`src/ccp_pkg.sv`:
```
package ccp_pkg;
  // register indices, byte address is four times the index
  localparam logic [7:0] IDX_FIRST_FLAGS = 8'h0c;
  localparam logic [7:0] IDX_SECOND_FLAGS = 8'h0d;
  localparam logic [7:0] IDX_TB_COUNT = 8'h11;
  localparam logic [7:0] IDX_TB_CTRL = 8'h12;
  localparam logic [7:0] IDX_FIRST_LOW = 8'h15;
  localparam logic [7:0] IDX_FIRST_HIGH = 8'h16;
  localparam logic [7:0] IDX_FIRST_CTRL = 8'h17;
  localparam logic [7:0] IDX_SECOND_LOW = 8'h1b;
  localparam logic [7:0] IDX_SECOND_HIGH = 8'h1c;
  localparam logic [7:0] IDX_SECOND_CTRL = 8'h1d;
  localparam logic [7:0] IDX_FIRST_EN = 8'h8c;
  localparam logic [7:0] IDX_SECOND_EN = 8'h8d;
  localparam logic [7:0] IDX_TB_PERIOD = 8'h92;
  // flag and enable bit positions
  localparam int BIT_FIRST_EVENT = 2;
  localparam int BIT_TB_FLAG = 1;
  localparam int BIT_SECOND_EVENT = 0;
  // unit control fields
  localparam int CTRL_DUTY_LSB = 4;
  localparam logic [7:0] CTRL_WMASK = 8'h3f;
  localparam logic [7:0] CTRL_RST = 8'h00;
  // unit modes
  localparam logic [3:0] MODE_OFF = 4'h0;
  localparam logic [3:0] MODE_CAP_FALL = 4'h4;
  localparam logic [3:0] MODE_CAP_RISE = 4'h5;
  localparam logic [3:0] MODE_CAP_4 = 4'h6;
  localparam logic [3:0] MODE_CAP_16 = 4'h7;
  localparam logic [3:0] MODE_CMP_SET = 4'h8;
  localparam logic [3:0] MODE_CMP_CLR = 4'h9;
  localparam logic [3:0] MODE_CMP_SOFT = 4'ha;
  localparam logic [3:0] MODE_CMP_TRIG = 4'hb;
  localparam logic [1:0] GRP_CAP = 2'h1;
  localparam logic [1:0] GRP_CMP = 2'h2;
  localparam logic [1:0] GRP_PWM = 2'h3;
  localparam logic [3:0] CAP_MASK_4 = 4'h3;
  localparam logic [3:0] CAP_MASK_16 = 4'hf;
  // timebase control fields and reset values
  localparam int TB_ON_BIT = 2;
  localparam int TB_POST_LSB = 3;
  localparam logic [7:0] TB_CTRL_WMASK = 8'h7f;
  localparam logic [7:0] TB_CTRL_RST = 8'h00;
  localparam logic [7:0] TB_COUNT_RST = 8'h00;
  localparam logic [7:0] TB_PERIOD_RST = 8'hff;
  localparam logic [3:0] PRE_LIMIT_1 = 4'h0;
  localparam logic [3:0] PRE_LIMIT_4 = 4'h3;
  localparam logic [3:0] PRE_LIMIT_16 = 4'hf;
  // one instruction cycle is four input clocks
  localparam logic [1:0] QUARTER_LAST = 2'h3;

  function automatic logic ccp_hit(input logic [9:0] addr, input logic [7:0] idx);
    return (addr[1:0] == 2'h0) && (addr[9:2] == idx);
  endfunction : ccp_hit
endpackage : ccp_pkg

```
`src/ccp_tb_if.sv`:
```
`timescale 1ns/100ps
interface ccp_tb_if;
  logic wr_count;
  logic wr_ctrl;
  logic wr_period;
  logic [7:0] wdata;
  logic [7:0] count;
  logic [7:0] ctrl;
  logic [7:0] period;
  logic [1:0] fine;
  logic period_end;
  logic post_match;
  modport owner (output wr_count, wr_ctrl, wr_period, wdata,
    input count, ctrl, period, fine, period_end, post_match);
  modport timebase (input wr_count, wr_ctrl, wr_period, wdata,
    output count, ctrl, period, fine, period_end, post_match);
endinterface : ccp_tb_if

```
`src/ccp_timebase.sv`:
```
`timescale 1ns/100ps
module ccp_timebase
  import ccp_pkg::*;
(
  // clock and reset
  input wire logic clk_i,
  input wire logic rst_i,
  // register side
  ccp_tb_if.timebase tb
);
  logic [1:0] quarter_r;
  logic [3:0] pre_r;
  logic [3:0] post_r;
  logic [7:0] count_r;
  logic [7:0] ctrl_r;
  logic [7:0] period_r;
  logic end_r;
  logic post_r_hit;
  logic [3:0] pre_limit;
  logic instr_tick;
  logic inc;
  logic wrap;

  always_comb
  begin
    unique case (ctrl_r[1:0])
      2'h0: pre_limit = PRE_LIMIT_1;
      2'h1: pre_limit = PRE_LIMIT_4;
      default: pre_limit = PRE_LIMIT_16;
    endcase
  end

  assign instr_tick = (quarter_r == QUARTER_LAST);
  assign inc = ctrl_r[TB_ON_BIT] && instr_tick && (pre_r == pre_limit);
  assign wrap = inc && (count_r == period_r);

  always_ff @(posedge clk_i)
  begin
    if (rst_i)
      quarter_r <= 2'h0;
    else
      quarter_r <= quarter_r + 2'h1;
  end

  // prescaler, cleared by writes to count or control
  always_ff @(posedge clk_i)
  begin
    if (rst_i || tb.wr_count || tb.wr_ctrl)
      pre_r <= 4'h0;
    else if (ctrl_r[TB_ON_BIT] && instr_tick)
      pre_r <= (pre_r == pre_limit) ? 4'h0 : pre_r + 4'h1;
  end

  always_ff @(posedge clk_i)
  begin
    if (rst_i)
      count_r <= TB_COUNT_RST;
    else if (tb.wr_count)
      count_r <= tb.wdata;
    else if (wrap)
      count_r <= 8'h00;
    else if (inc)
      count_r <= count_r + 8'h01;
  end

  always_ff @(posedge clk_i)
  begin
    if (rst_i)
      ctrl_r <= TB_CTRL_RST;
    else if (tb.wr_ctrl)
      ctrl_r <= tb.wdata & TB_CTRL_WMASK;
  end

  always_ff @(posedge clk_i)
  begin
    if (rst_i)
      period_r <= TB_PERIOD_RST;
    else if (tb.wr_period)
      period_r <= tb.wdata;
  end

  // period end drives the pwm; the postscaler only feeds the timebase flag
  always_ff @(posedge clk_i)
  begin
    if (rst_i)
      end_r <= 1'b0;
    else
      end_r <= wrap;
  end

  always_ff @(posedge clk_i)
  begin
    if (rst_i || tb.wr_count || tb.wr_ctrl)
    begin
      post_r <= 4'h0;
      post_r_hit <= 1'b0;
    end
    else
    begin
      post_r_hit <= wrap && (post_r == ctrl_r[TB_POST_LSB +: 4]);
      if (wrap)
        post_r <= (post_r == ctrl_r[TB_POST_LSB +: 4]) ? 4'h0 : post_r + 4'h1;
    end
  end

  // fine phase: quarter cycle at 1:1, low prescaler bits at 1:4, top two prescaler bits at 1:16
  always_comb
  begin
    unique case (ctrl_r[1:0])
      2'h0: tb.fine = quarter_r;
      2'h1: tb.fine = pre_r[1:0];
      default: tb.fine = pre_r[3:2];
    endcase
  end

  assign tb.count = count_r;
  assign tb.ctrl = ctrl_r;
  assign tb.period = period_r;
  assign tb.period_end = end_r;
  assign tb.post_match = post_r_hit;
endmodule : ccp_timebase

```
`src/ccp_top.sv`:
```
// How it works
// - mode zero turns the unit off and clears prescaler and output latch.
// - modes 4 to 7 capture on falling, rising, fourth or sixteenth rising edge.
// - mode 8 sets pin on match, mode 9 clears it; both raise the flag.
// - mode 10 only raises the flag on match; pin untouched.
// - mode 11 raises flag and trigger; trigger resets counter, second also starts conversion when adc_enable_i is high.
// - modes 11xx are pwm; control bits 5:4 are the duty low bits.
// - capture copies the 16-bit count into the value pair and raises the flag.
// - a new capture overwrites the old value with no overrun indication.
// - capture prescaler clears when off, outside capture modes, and on reset.
// - switching between capture prescales keeps the prescaler count.
// - the edge detector watches the pin level even when driven as output.
// - compare checks value against count continuously; match acts and flags together.
// - writing zero to control forces the output latch low.
// - the trigger that resets the counter does not raise its overflow flag.
// - at period end timebase clears, pin sets unless zero duty, duty is latched.
// - duty takes effect only at period end; high byte read-only in pwm.
// - pin clears when latched duty equals timebase count with fine phase bits.
// - duty beyond the period keeps the pin set for the whole period.
// - pwm period depends only on timebase, prescaler and period limit.
// - timebase counts up to the period limit, then wraps; prescale 1, 4, 16.
// - the period limit resets to all ones.
//
// The Avalon-MM interface to the registers was left to the implementer.
`timescale 1ns/100ps
module ccp_top
  import ccp_pkg::*;
(
  // clock and reset
  input wire logic clk_i,
  input wire logic rst_i,
  // register bus
  input wire logic [9:0] avs_address_i,
  input wire logic avs_read_i,
  input wire logic avs_write_i,
  input wire logic [31:0] avs_writedata_i,
  input wire logic [3:0] avs_byteenable_i,
  output logic [31:0] avs_readdata_o,
  output logic avs_waitrequest_o,
  // shared counter
  input wire logic [15:0] t1_count_i,
  output logic t1_reset_o,
  // converter
  input wire logic adc_enable_i,
  output logic adc_start_o,
  // unit pins
  input wire logic [1:0] unit_pin_i,
  output logic [1:0] unit_pin_o
);
  localparam int UNITS = 2;
  localparam logic [7:0] LOW_IDX [UNITS] = '{IDX_FIRST_LOW, IDX_SECOND_LOW};
  localparam logic [7:0] HIGH_IDX [UNITS] = '{IDX_FIRST_HIGH, IDX_SECOND_HIGH};
  localparam logic [7:0] CTRL_IDX [UNITS] = '{IDX_FIRST_CTRL, IDX_SECOND_CTRL};

  ccp_tb_if tb_if ();

  logic wait_r;
  logic [31:0] rdata_r;
  logic commit;
  logic [7:0] wbyte;
  logic [7:0] rd;

  logic [7:0] ctrl_r [UNITS];
  logic [7:0] low_r [UNITS];
  logic [7:0] high_r [UNITS];
  logic [1:0] lat2_r [UNITS];
  logic latch_r [UNITS];
  logic s1_r [UNITS];
  logic s2_r [UNITS];
  logic prev_r [UNITS];
  logic [3:0] capcnt_r [UNITS];
  logic cmpeq_r [UNITS];
  logic flag_r [UNITS];
  logic en_r [UNITS];
  logic tbflag_r;
  logic tben_r;
  logic trig_r;
  logic adc_r;

  logic ev [UNITS];
  logic trig [UNITS];
  logic cap_ev [UNITS];

  ccp_timebase u_timebase (
    .clk_i (clk_i),
    .rst_i (rst_i),
    .tb (tb_if.timebase)
  );

  // bus slave: one wait cycle; read data latched at the edge that drops waitrequest, write at the next edge
  assign commit = !wait_r && avs_write_i && avs_byteenable_i[0];
  assign wbyte = avs_writedata_i[7:0];

  always_ff @(posedge clk_i)
  begin
    if (rst_i)
      wait_r <= 1'b1;
    else if (wait_r && (avs_read_i || avs_write_i))
      wait_r <= 1'b0;
    else
      wait_r <= 1'b1;
  end

  always_ff @(posedge clk_i)
  begin
    if (rst_i)
      rdata_r <= 32'h0000_0000;
    else if (wait_r && avs_read_i)
      rdata_r <= {24'h00_0000, rd};
  end

  assign avs_waitrequest_o = wait_r;
  assign avs_readdata_o = rdata_r;

  assign tb_if.wr_count = commit && ccp_hit(avs_address_i, IDX_TB_COUNT);
  assign tb_if.wr_ctrl = commit && ccp_hit(avs_address_i, IDX_TB_CTRL);
  assign tb_if.wr_period = commit && ccp_hit(avs_address_i, IDX_TB_PERIOD);
  assign tb_if.wdata = wbyte;

  // read mux, unmapped reads return zero
  always_comb
  begin
    rd = 8'h00;
    if (ccp_hit(avs_address_i, IDX_FIRST_FLAGS))
    begin
      rd[BIT_FIRST_EVENT] = flag_r[0];
      rd[BIT_TB_FLAG] = tbflag_r;
    end
    if (ccp_hit(avs_address_i, IDX_SECOND_FLAGS))
      rd[BIT_SECOND_EVENT] = flag_r[1];
    if (ccp_hit(avs_address_i, IDX_FIRST_EN))
    begin
      rd[BIT_FIRST_EVENT] = en_r[0];
      rd[BIT_TB_FLAG] = tben_r;
    end
    if (ccp_hit(avs_address_i, IDX_SECOND_EN))
      rd[BIT_SECOND_EVENT] = en_r[1];
    if (ccp_hit(avs_address_i, IDX_TB_COUNT))
      rd = tb_if.count;
    if (ccp_hit(avs_address_i, IDX_TB_CTRL))
      rd = tb_if.ctrl;
    if (ccp_hit(avs_address_i, IDX_TB_PERIOD))
      rd = tb_if.period;
    for (int u = 0; u < UNITS; u++)
    begin
      if (ccp_hit(avs_address_i, LOW_IDX[u]))
        rd = low_r[u];
      if (ccp_hit(avs_address_i, HIGH_IDX[u]))
        rd = high_r[u];
      if (ccp_hit(avs_address_i, CTRL_IDX[u]))
        rd = ctrl_r[u];
    end
  end

  // timebase flag and enable, set wins over clear
  always_ff @(posedge clk_i)
  begin
    if (rst_i)
      tbflag_r <= 1'b0;
    else if (tb_if.post_match)
      tbflag_r <= 1'b1;
    else if (commit && ccp_hit(avs_address_i, IDX_FIRST_FLAGS))
      tbflag_r <= wbyte[BIT_TB_FLAG];
  end

  always_ff @(posedge clk_i)
  begin
    if (rst_i)
      tben_r <= 1'b0;
    else if (commit && ccp_hit(avs_address_i, IDX_FIRST_EN))
      tben_r <= wbyte[BIT_TB_FLAG];
  end

  // special event trigger; the counter overflow flag is outside and untouched
  always_ff @(posedge clk_i)
  begin
    if (rst_i)
    begin
      trig_r <= 1'b0;
      adc_r <= 1'b0;
    end
    else
    begin
      trig_r <= trig[0] || trig[1];
      adc_r <= trig[1] && adc_enable_i;
    end
  end

  assign t1_reset_o = trig_r;
  assign adc_start_o = adc_r;

  for (genvar u = 0; u < UNITS; u++)
  begin : g_unit
    localparam logic [7:0] FLAG_IDX = (u == 0) ? IDX_FIRST_FLAGS : IDX_SECOND_FLAGS;
    localparam logic [7:0] EN_IDX = (u == 0) ? IDX_FIRST_EN : IDX_SECOND_EN;
    localparam int FBIT = (u == 0) ? BIT_FIRST_EVENT : BIT_SECOND_EVENT;
    logic [3:0] mode;
    logic is_cap;
    logic is_cmp;
    logic is_pwm;
    logic rise;
    logic fall;
    logic cmp_eq;
    logic cmp_ev;
    logic [9:0] duty_new;

    assign mode = ctrl_r[u][3:0];
    assign is_cap = (mode[3:2] == GRP_CAP);
    assign is_cmp = (mode[3:2] == GRP_CMP);
    assign is_pwm = (mode[3:2] == GRP_PWM);
    assign rise = s2_r[u] && !prev_r[u];
    assign fall = !s2_r[u] && prev_r[u];
    assign duty_new = {low_r[u], ctrl_r[u][CTRL_DUTY_LSB +: 2]};

    // pin level is sampled regardless of its direction
    always_ff @(posedge clk_i)
    begin
      if (rst_i)
      begin
        s1_r[u] <= 1'b0;
        s2_r[u] <= 1'b0;
        prev_r[u] <= 1'b0;
      end
      else
      begin
        s1_r[u] <= unit_pin_i[u];
        s2_r[u] <= s1_r[u];
        prev_r[u] <= s2_r[u];
      end
    end

    always_comb
    begin
      unique case (mode)
        MODE_CAP_FALL: cap_ev[u] = fall;
        MODE_CAP_RISE: cap_ev[u] = rise;
        MODE_CAP_4: cap_ev[u] = rise && (capcnt_r[u][1:0] == CAP_MASK_4[1:0]);
        MODE_CAP_16: cap_ev[u] = rise && (capcnt_r[u] == CAP_MASK_16);
        default: cap_ev[u] = 1'b0;
      endcase
    end

    // prescale count survives a switch between capture modes
    always_ff @(posedge clk_i)
    begin
      if (rst_i || !is_cap)
        capcnt_r[u] <= 4'h0;
      else if (rise)
        capcnt_r[u] <= capcnt_r[u] + 4'h1;
    end

    assign cmp_eq = is_cmp && ({high_r[u], low_r[u]} == t1_count_i);
    assign cmp_ev = cmp_eq && !cmpeq_r[u];
    assign ev[u] = cap_ev[u] || cmp_ev;
    assign trig[u] = cmp_ev && (mode == MODE_CMP_TRIG);

    always_ff @(posedge clk_i)
    begin
      if (rst_i)
        cmpeq_r[u] <= 1'b0;
      else
        cmpeq_r[u] <= cmp_eq;
    end

    always_ff @(posedge clk_i)
    begin
      if (rst_i)
        ctrl_r[u] <= CTRL_RST;
      else if (commit && ccp_hit(avs_address_i, CTRL_IDX[u]))
        ctrl_r[u] <= wbyte & CTRL_WMASK;
    end

    // capture overwrites any unread value
    always_ff @(posedge clk_i)
    begin
      if (rst_i)
        low_r[u] <= 8'h00;
      else if (cap_ev[u])
        low_r[u] <= t1_count_i[7:0];
      else if (commit && ccp_hit(avs_address_i, LOW_IDX[u]))
        low_r[u] <= wbyte;
    end

    always_ff @(posedge clk_i)
    begin
      if (rst_i)
        high_r[u] <= 8'h00;
      else if (cap_ev[u])
        high_r[u] <= t1_count_i[15:8];
      else if (is_pwm && tb_if.period_end)
        high_r[u] <= low_r[u];
      else if (!is_pwm && commit && ccp_hit(avs_address_i, HIGH_IDX[u]))
        high_r[u] <= wbyte;
    end

    always_ff @(posedge clk_i)
    begin
      if (rst_i || mode == MODE_OFF)
        lat2_r[u] <= 2'h0;
      else if (is_pwm && tb_if.period_end)
        lat2_r[u] <= ctrl_r[u][CTRL_DUTY_LSB +: 2];
    end

    // output latch shared by compare and pwm
    always_ff @(posedge clk_i)
    begin
      if (rst_i || mode == MODE_OFF)
        latch_r[u] <= 1'b0;
      else if (cmp_ev && mode == MODE_CMP_SET)
        latch_r[u] <= 1'b1;
      else if (cmp_ev && mode == MODE_CMP_CLR)
        latch_r[u] <= 1'b0;
      else if (is_pwm && tb_if.period_end)
        latch_r[u] <= (duty_new != 10'h000);
      else if (is_pwm && {high_r[u], lat2_r[u]} == {tb_if.count, tb_if.fine})
        latch_r[u] <= 1'b0;
    end

    assign unit_pin_o[u] = latch_r[u];

    // event flag stays until software writes zero; set wins
    always_ff @(posedge clk_i)
    begin
      if (rst_i)
        flag_r[u] <= 1'b0;
      else if (ev[u])
        flag_r[u] <= 1'b1;
      else if (commit && ccp_hit(avs_address_i, FLAG_IDX))
        flag_r[u] <= wbyte[FBIT];
    end

    always_ff @(posedge clk_i)
    begin
      if (rst_i)
        en_r[u] <= 1'b0;
      else if (commit && ccp_hit(avs_address_i, EN_IDX))
        en_r[u] <= wbyte[FBIT];
    end
  end
endmodule : ccp_top

```
`config.mk`:
```
export PLATFORM = sky130hd
export DESIGN_NAME = ccp_top
export DESIGN_NICKNAME = d
export VERILOG_FILES = /design/src/ccp_pkg.sv /design/src/ccp_tb_if.sv /design/src/ccp_timebase.sv /design/src/ccp_top.sv
export SDC_FILE = /design/constraint.sdc
export NUM_CORES = 1
export LEC_CHECK = 0
export ABC_CLOCK_PERIOD_IN_PS = 2800
export BUFFER_PORTS_ARGS = -buffer_cell sky130_fd_sc_hd__buf_2
export CAP_MARGIN = 5
export CORE_MARGIN = 1.5
export CORE_UTILIZATION = 45
export DETAILED_ROUTE_END_ITERATION = 10
export PLACE_DENSITY = 0.64
export SLEW_MARGIN = 20
export SYNTH_ARGS = -nofsm -noshare
export SYNTH_HDL_FRONTEND = slang
export SYNTH_SLANG_ARGS = --single-unit
```
`constraint.sdc`:
```
create_clock -name clk_i -period 2.8 [get_ports clk_i]
set_input_delay 0.42 -clock clk_i [delete_from_list [all_inputs] [get_ports clk_i]]
set_output_delay 0.42 -clock clk_i [all_outputs]
set_load 0.02 [all_outputs]
```
# After elaboration in Yosys (flattened, before gate mapping)
# Memory sizes are Yosys's and may differ from the RTL's.
# Index checks and enable logic that the tools add are counted.
# W data, S select, Z words.
classes:
  n_addsub: 6
  n_eq_ne: 46
  n_mux: 176
  n_bitwise: 38
  reduce_logical: 88
ops:
  columns: ["op", "count"]
  rows:
  - ["$mux W8", 22]
  - ["$mux W1", 140]
  - ["$eq A8 B5 Y1 const B", 8]
  - ["$logic_and A1 B1 Y1", 59]
  - ["$or A1 B1 Y1", 38]
  - ["$eq A16 B16 Y1", 2]
  - ["$eq A4 B3 Y1 const B", 8]
  - ["$eq A4 B4 Y1 const B", 8]
  - ["$eq A8 B8 Y1 const B", 3]
  - ["$eq A10 B10 Y1", 2]
  - ["$reduce_bool A10 Y1", 2]
  - ["$add A4 B1 Y4 const B", 4]
  - ["$eq A8 B4 Y1 const B", 2]
  - ["$mux W4", 4]
  - ["$eq A2 B2 Y1 const B", 7]
  - ["$mux W6", 2]
  - ["$logic_not A1 Y1", 11]
  - ["$logic_or A1 B1 Y1", 10]
  - ["$add A8 B1 Y8 const B", 1]
  - ["$eq A4 B4 Y1", 2]
  - ["$eq A8 B8 Y1", 1]
  - ["$logic_not A4 Y1", 2]
  - ["$mux W2", 4]
  - ["$pmux W1 S4", 2]
  - ["7 further kinds", 10]
totals:
  reg_bits: 48
  mem_bits_rw: 70
  out_inout_bits: 37
  n_memories: 12
memory_table:
  columns: ["name", "depth", "width", "rd", "rd_ports_with_merged_regs", "write_ports", "line", "text"]
  rows:
  - ["high_r", 2, 8, 2, 0, 2, "ccp_top.sv:65", "logic [7:0] high_r [UNITS];"]
  - ["low_r", 2, 8, 2, 0, 2, "ccp_top.sv:64", "logic [7:0] low_r [UNITS];"]
  - ["ctrl_r", 2, 6, 2, 0, 2, "ccp_top.sv:63", "logic [7:0] ctrl_r [UNITS];"]
  - ["capcnt_r", 2, 4, 2, 0, 2, "ccp_top.sv:71", "logic [3:0] capcnt_r [UNITS];"]
  - ["lat2_r", 2, 2, 2, 0, 2, "ccp_top.sv:66", "logic [1:0] lat2_r [UNITS];"]
  - ["cmpeq_r", 2, 1, 2, 0, 2, "ccp_top.sv:72", "logic cmpeq_r [UNITS];"]
  - ["+6 memories", null, null, null, null, null, null, null]

# Depth between registers and ports, before layout
depth:
  depth_word: 13
  mapped_depth: 8
  mapped_depth_nobuf: 6

# Modules after synthesis
# From an unflattened synthesis, not the netlist that was laid out.
hier_totals:
  cells_unflattened: 802
  hier_area_um2: 7472.2
modules_own_cells:
  columns: ["mod", "instances", "cells_each", "area_each_um2"]
  rows:
  - ["ccp_top", 1, 596, 5644.2]
  - ["ccp_timebase", 1, 206, 1828.0]

# Worst setup path after synthesis
# Ideal clock, no wire load.
synth_timing:
  path_type: "input-to-reg"
  startpoint: "in avs_address_i[9]"
  endpoint: "mem low_r[0][0] (enable)"
  t_arrival_ns: 2.025
  slack_ns: 0.388
  cell_stages: 5
  path_cell_list: "buf_6 -> nor4b_2 -> nand3_1 -> clkbuf_1 -> o31ai_1"
synth_lines:
  columns: ["element", "line", "text"]
  rows:
  - ["start: declaration", "ccp_top.sv:33", "input wire logic [9:0] avs_address_i,"]
  - ["end: declaration", "ccp_top.sv:64", null]

==> report_table.html <==
<table>
<tr><th>Metric</th><th>Value</th></tr>
<tr><th colspan="2">Run status</th></tr>
<tr><td>Run status</td><td>finished clean</td></tr>
<tr><th colspan="2">Yosys</th></tr>
<tr><td>Top_reg_cell synth</td><td>edfxtp_1</td></tr>
<tr><td>Flip-flop and latch count after synthesis</td><td>118</td></tr>
<tr><td>Yosys warnings</td><td>0</td></tr>
<tr><td>Adder-cell share of the synthesized area</td><td>1.01%</td></tr>
<tr><td>Synthesized area per cell</td><td>9.43 um2</td></tr>
<tr><td>Post-synthesis xor/xnor area fraction</td><td>8.28%</td></tr>
<tr><td>Fraction of registers with async set or reset after synthesis</td><td>0%</td></tr>
<tr><td>Portion of the post-synthesis area used by sequential elements</td><td>40.3%</td></tr>
<tr><td>Number of standard cells after synthesis</td><td>785</td></tr>
<tr><td>Simple-gate share of the synthesized area</td><td>21.3%</td></tr>
<tr><td>Number of enable flip-flop cells after synthesis</td><td>62</td></tr>
<tr><td>Syn Std Cell Area</td><td>7400 um2</td></tr>
<tr><td>Synthesized-area fraction occupied by ao, oa, aoi and oai cells</td><td>19.5%</td></tr>
<tr><td>Largest family of logic cells by synthesized area</td><td>simple AND/OR/NAND/NOR gates</td></tr>
<tr><td>Multiplexer area fraction after synthesis</td><td>2.89%</td></tr>
<tr><td>Post-synthesis cell type count</td><td>80</td></tr>
<tr><th colspan="2">Die</th></tr>
<tr><td>Standard-cell rows</td><td>46</td></tr>
<tr><td>Die H</td><td>131 um</td></tr>
<tr><td>Core Region</td><td>16000 um2</td></tr>
<tr><td>Die boundary width</td><td>131 um</td></tr>
<tr><td>Initial Util</td><td>46.3%</td></tr>
<tr><td>Area enclosed by the die boundary</td><td>17200 um2</td></tr>
<tr><td>Top-Level Pins</td><td>106</td></tr>
<tr><th colspan="2">Cells and area</th></tr>
<tr><td>Growth of design area from synthesis to finish</td><td>15.1%</td></tr>
<tr><td>Most frequent cells in the layout</td><td>edfxtp_1, dfxtp_1, buf_2, nand2_1, xnor2_1</td></tr>
<tr><td>FF/Latch Area</td><td>2980 um2</td></tr>
<tr><td>Fraction of the core area covered by cells at the end of the flow</td><td>53.3%</td></tr>
<tr><td>Leading cell type in the layout, fill and taps excluded</td><td>edfxtp_1</td></tr>
<tr><td>Share of final-layout standard cells stronger than drive strength 1</td><td>17.4%</td></tr>
<tr><td>Area of combinational cells with multiple inputs</td><td>4020 um2</td></tr>
<tr><td>Number of fill cells</td><td>1506</td></tr>
<tr><td>Total non-filler cell area in the finished layout</td><td>8520 um2</td></tr>
<tr><td>Non-filler cells in the finished layout</td><td>1077</td></tr>
<tr><td>Layout net count</td><td>923</td></tr>
<tr><td>Diode count</td><td>0</td></tr>
<tr><th colspan="2">Critical path</th></tr>
<tr><td>Crit path kind</td><td>reg2reg</td></tr>
<tr><td>Reg-to-reg setup timing slack</td><td>0.32 ns</td></tr>
<tr><td>Arrival time of data at the critical path endpoint</td><td>2.59 ns</td></tr>
<tr><td>Req. time, crit path</td><td>2.91 ns</td></tr>
<tr><td>Kind of launch point of the worst setup path</td><td>register</td></tr>
<tr><td>Worst Setup End Kind</td><td>register</td></tr>
<tr><td>Crit-path max FO</td><td>8</td></tr>
<tr><th colspan="2">CTS</th></tr>
<tr><td>CTS tree</td><td>built</td></tr>
<tr><td>H-tree depth</td><td>4</td></tr>
<tr><td>Buffers inserted during post-CTS setup optimization</td><td>0</td></tr>
<tr><td>Worst skew pair latency</td><td>0.43 ns</td></tr>
<tr><td>Clk sinks</td><td>118</td></tr>
<tr><td>Post-CTS Hold Buffers</td><td>0</td></tr>
<tr><td>Cell at the root of the clock tree</td><td>clkbuf_16</td></tr>
<tr><td>Clock tree buffer depth</td><td>2</td></tr>
<tr><td>Number of instances resized during post-cts repair</td><td>0</td></tr>
<tr><td>Clock buffers created by TritonCTS</td><td>17</td></tr>
<tr><td>Clock slew at reported path FFs</td><td>0.05 ns</td></tr>
<tr><th colspan="2">Timing</th></tr>
<tr><td>Max Transition Viols Final</td><td>0</td></tr>
<tr><td>Worst rel slew slack</td><td>33.0%</td></tr>
<tr><td>Worst-case hold slack</td><td>0.207 ns</td></tr>
<tr><td>Upper clock frequency limit</td><td>404 MHz</td></tr>
<tr><td>Finish-stage setup viols</td><td>0</td></tr>
<tr><td>Worst-Margin Slew</td><td>1.00 ns</td></tr>
<tr><td>Skew final</td><td>0.00800 ns</td></tr>
<tr><td>Final critical-path required period</td><td>2.48 ns</td></tr>
<tr><td>Final period util</td><td>88.4%</td></tr>
<tr><td>RSZ-0062 raised after global routing</td><td>false</td></tr>
<tr><td>Setup_tns</td><td>0 ns</td></tr>
<tr><td>Hold Vio Cnt, Final</td><td>0</td></tr>
<tr><th colspan="2">Routing</th></tr>
<tr><td>Number of DRC markers in iteration 0</td><td>727</td></tr>
<tr><td>Per-cell routed wire length</td><td>22.9 um</td></tr>
<tr><td>Average via count per standard cell</td><td>6.16</td></tr>
<tr><td>Overall via count from detail_route</td><td>6635</td></tr>
<tr><td>Overall routed net length</td><td>24700 um</td></tr>
<tr><td>Remaining antenna violation count</td><td>0</td></tr>
<tr><td>Residual DRC count</td><td>0</td></tr>
<tr><td>DR pass1 iterations</td><td>5</td></tr>
<tr><th colspan="2">Global route</th></tr>
<tr><td>First-pass GRT wire length</td><td>37400 um</td></tr>
<tr><td>Maximum number of pins on one net before global-route repair</td><td>30</td></tr>
<tr><td>Most congested layer reported by global routing</td><td>met2</td></tr>
<tr><td>Global routing usage on met1</td><td>37.2%</td></tr>
<tr><td>Overall track demand over capacity in global routing</td><td>28.9%</td></tr>
<tr><td>Met2 Usage GRT</td><td>46.0%</td></tr>
<tr><td>Vias in the first global route</td><td>6322</td></tr>
<tr><td>Residual overflow from global routing</td><td>0</td></tr>
<tr><td>Global-route track usage on met3</td><td>6.60%</td></tr>
<tr><td>Initial antenna violation count</td><td>0</td></tr>
<tr><th colspan="2">Place</th></tr>
<tr><td>Placed Area</td><td>7930 um2</td></tr>
<tr><td>Buffers on Ports</td><td>54</td></tr>
<tr><td>Total instance count after detailed placement</td><td>1045</td></tr>
<tr><td>Half-perimeter wire length after placement</td><td>18900 um</td></tr>
<tr><td>Routability cong.</td><td>0.990</td></tr>
<tr><th colspan="2">Power</th></tr>
<tr><td>Cell leakage power</td><td>0.00329 uW</td></tr>
<tr><td>Total power divided by cell area</td><td>544 nW/um2</td></tr>
<tr><td>Peak ir drop on the vdd network</td><td>0.000439 V</td></tr>
<tr><th colspan="2">Worst hold path</th></tr>
<tr><td>Worst hold path class</td><td>in2reg</td></tr>
<tr><th colspan="2">Flow run</th></tr>
<tr><td>Reported max-cap violation count</td><td>0</td></tr>
</table>
cells in the mapped netlist, types with 10 or more instances:
| master | n | area (um2) |
|---|---|---|
| edfxtp_1 | 62 | 1860 |
| a22o_1 | 27 | 236 |
| nor4_1 | 12 | 75.1 |
| mux2i_1 | 18 | 180 |
| clkbuf_1 | 30 | 113 |
| inv_1 | 19 | 71.3 |
| nand4_1 | 11 | 68.8 |
| and3_1 | 13 | 81.3 |
| nand3_1 | 30 | 150 |
| dfxtp_1 | 56 | 1120 |
| nor2b_1 | 12 | 75.1 |
| and2_1 | 20 | 125 |
| xnor2_1 | 49 | 429 |
| nand2b_1 | 13 | 81.3 |
| xor2_1 | 21 | 184 |
| nor3_1 | 17 | 85.1 |
| buf_4 | 26 | 195 |
| buf_2 | 12 | 60.1 |
| a21oi_1 | 32 | 160 |
| o21ai_0 | 30 | 150 |
| nand2_1 | 50 | 188 |
| a21o_1 | 10 | 75.1 |
| nor2_1 | 47 | 176 |
path summary, 6_finish.rpt:
path / depth (start not counted) / start / endpoint
worst max-delay path: 5 / ctrl_r[1][1]$_SDFFCE_PN0P_ / high_r[1][3]$_SDFFCE_PN0P_
worst min register to register: 2 / u_timebase.tb.post_match$_SDFF_PP0_ / tbflag_r$_SDFFE_PP0P_
worst min-delay path: 2 / unit_pin_i[0] / s1_r[0]$_SDFF_PP0_
worst max register to register: 5 / ctrl_r[1][1]$_SDFFCE_PN0P_ / high_r[1][3]$_SDFFCE_PN0P_
state kept, by name (all words and copies together), names as in the netlist, 4 cells and up:
name                  count
avs_readdata_o            8
capcnt_r                  8
ctrl_r                   12
high_r                   16
lat2_r                    4
low_r                    16
u_timebase.post_r         4
u_timebase.pre_r          4
u_timebase.tb.count       8
u_timebase.tb.ctrl        7
u_timebase.tb.period      8
layout make-up:
class	count	share of cell area, %
multi-input cells	596	47.1
well taps	216	3.17
clock buffers	20	5.12
flip-flops and latches	118	35.0
inverters	19	0.837
repair buffers	96	6.87
clock inverters	12	1.86
worst max-delay path: stages (launching register included):
cell,delay (ns)
edfxtp_1,0.50
and2_1,0.26
a211o_1,0.36
a31oi_1,0.30
nor3_2,0.12
or4_1,0.62
metrics by stage:
stage	worst slack, ns	total power, uW
finish	0.324	4640
CTS	0.347	4650
global route	0.196	4770
floorplan	0.388	2240
detailed placement	0.0975	2400
global placement	0.195	2390
cell families after synthesis:
family	Yosys count
xor+xnor	70
compound gates	195
mux	21
buf+inv	94
simple gates	280
flops	118
fa+ha+maj	6
other cells	1
routing by layer:
layer  part of all wire [%]  routed length, um
met5                      0                  0
met4                    4.1               1010
met3                    9.6               2370
met2                     46              11300
met1                     40              10000
report_power, final:
part	switching (uW)	internal [uW]	total [uW]
clock	794	1470	2260
combinational	286	155	441
sequential	64.5	1870	1930
No activity file was read; power rests on OpenSTA's default activity.
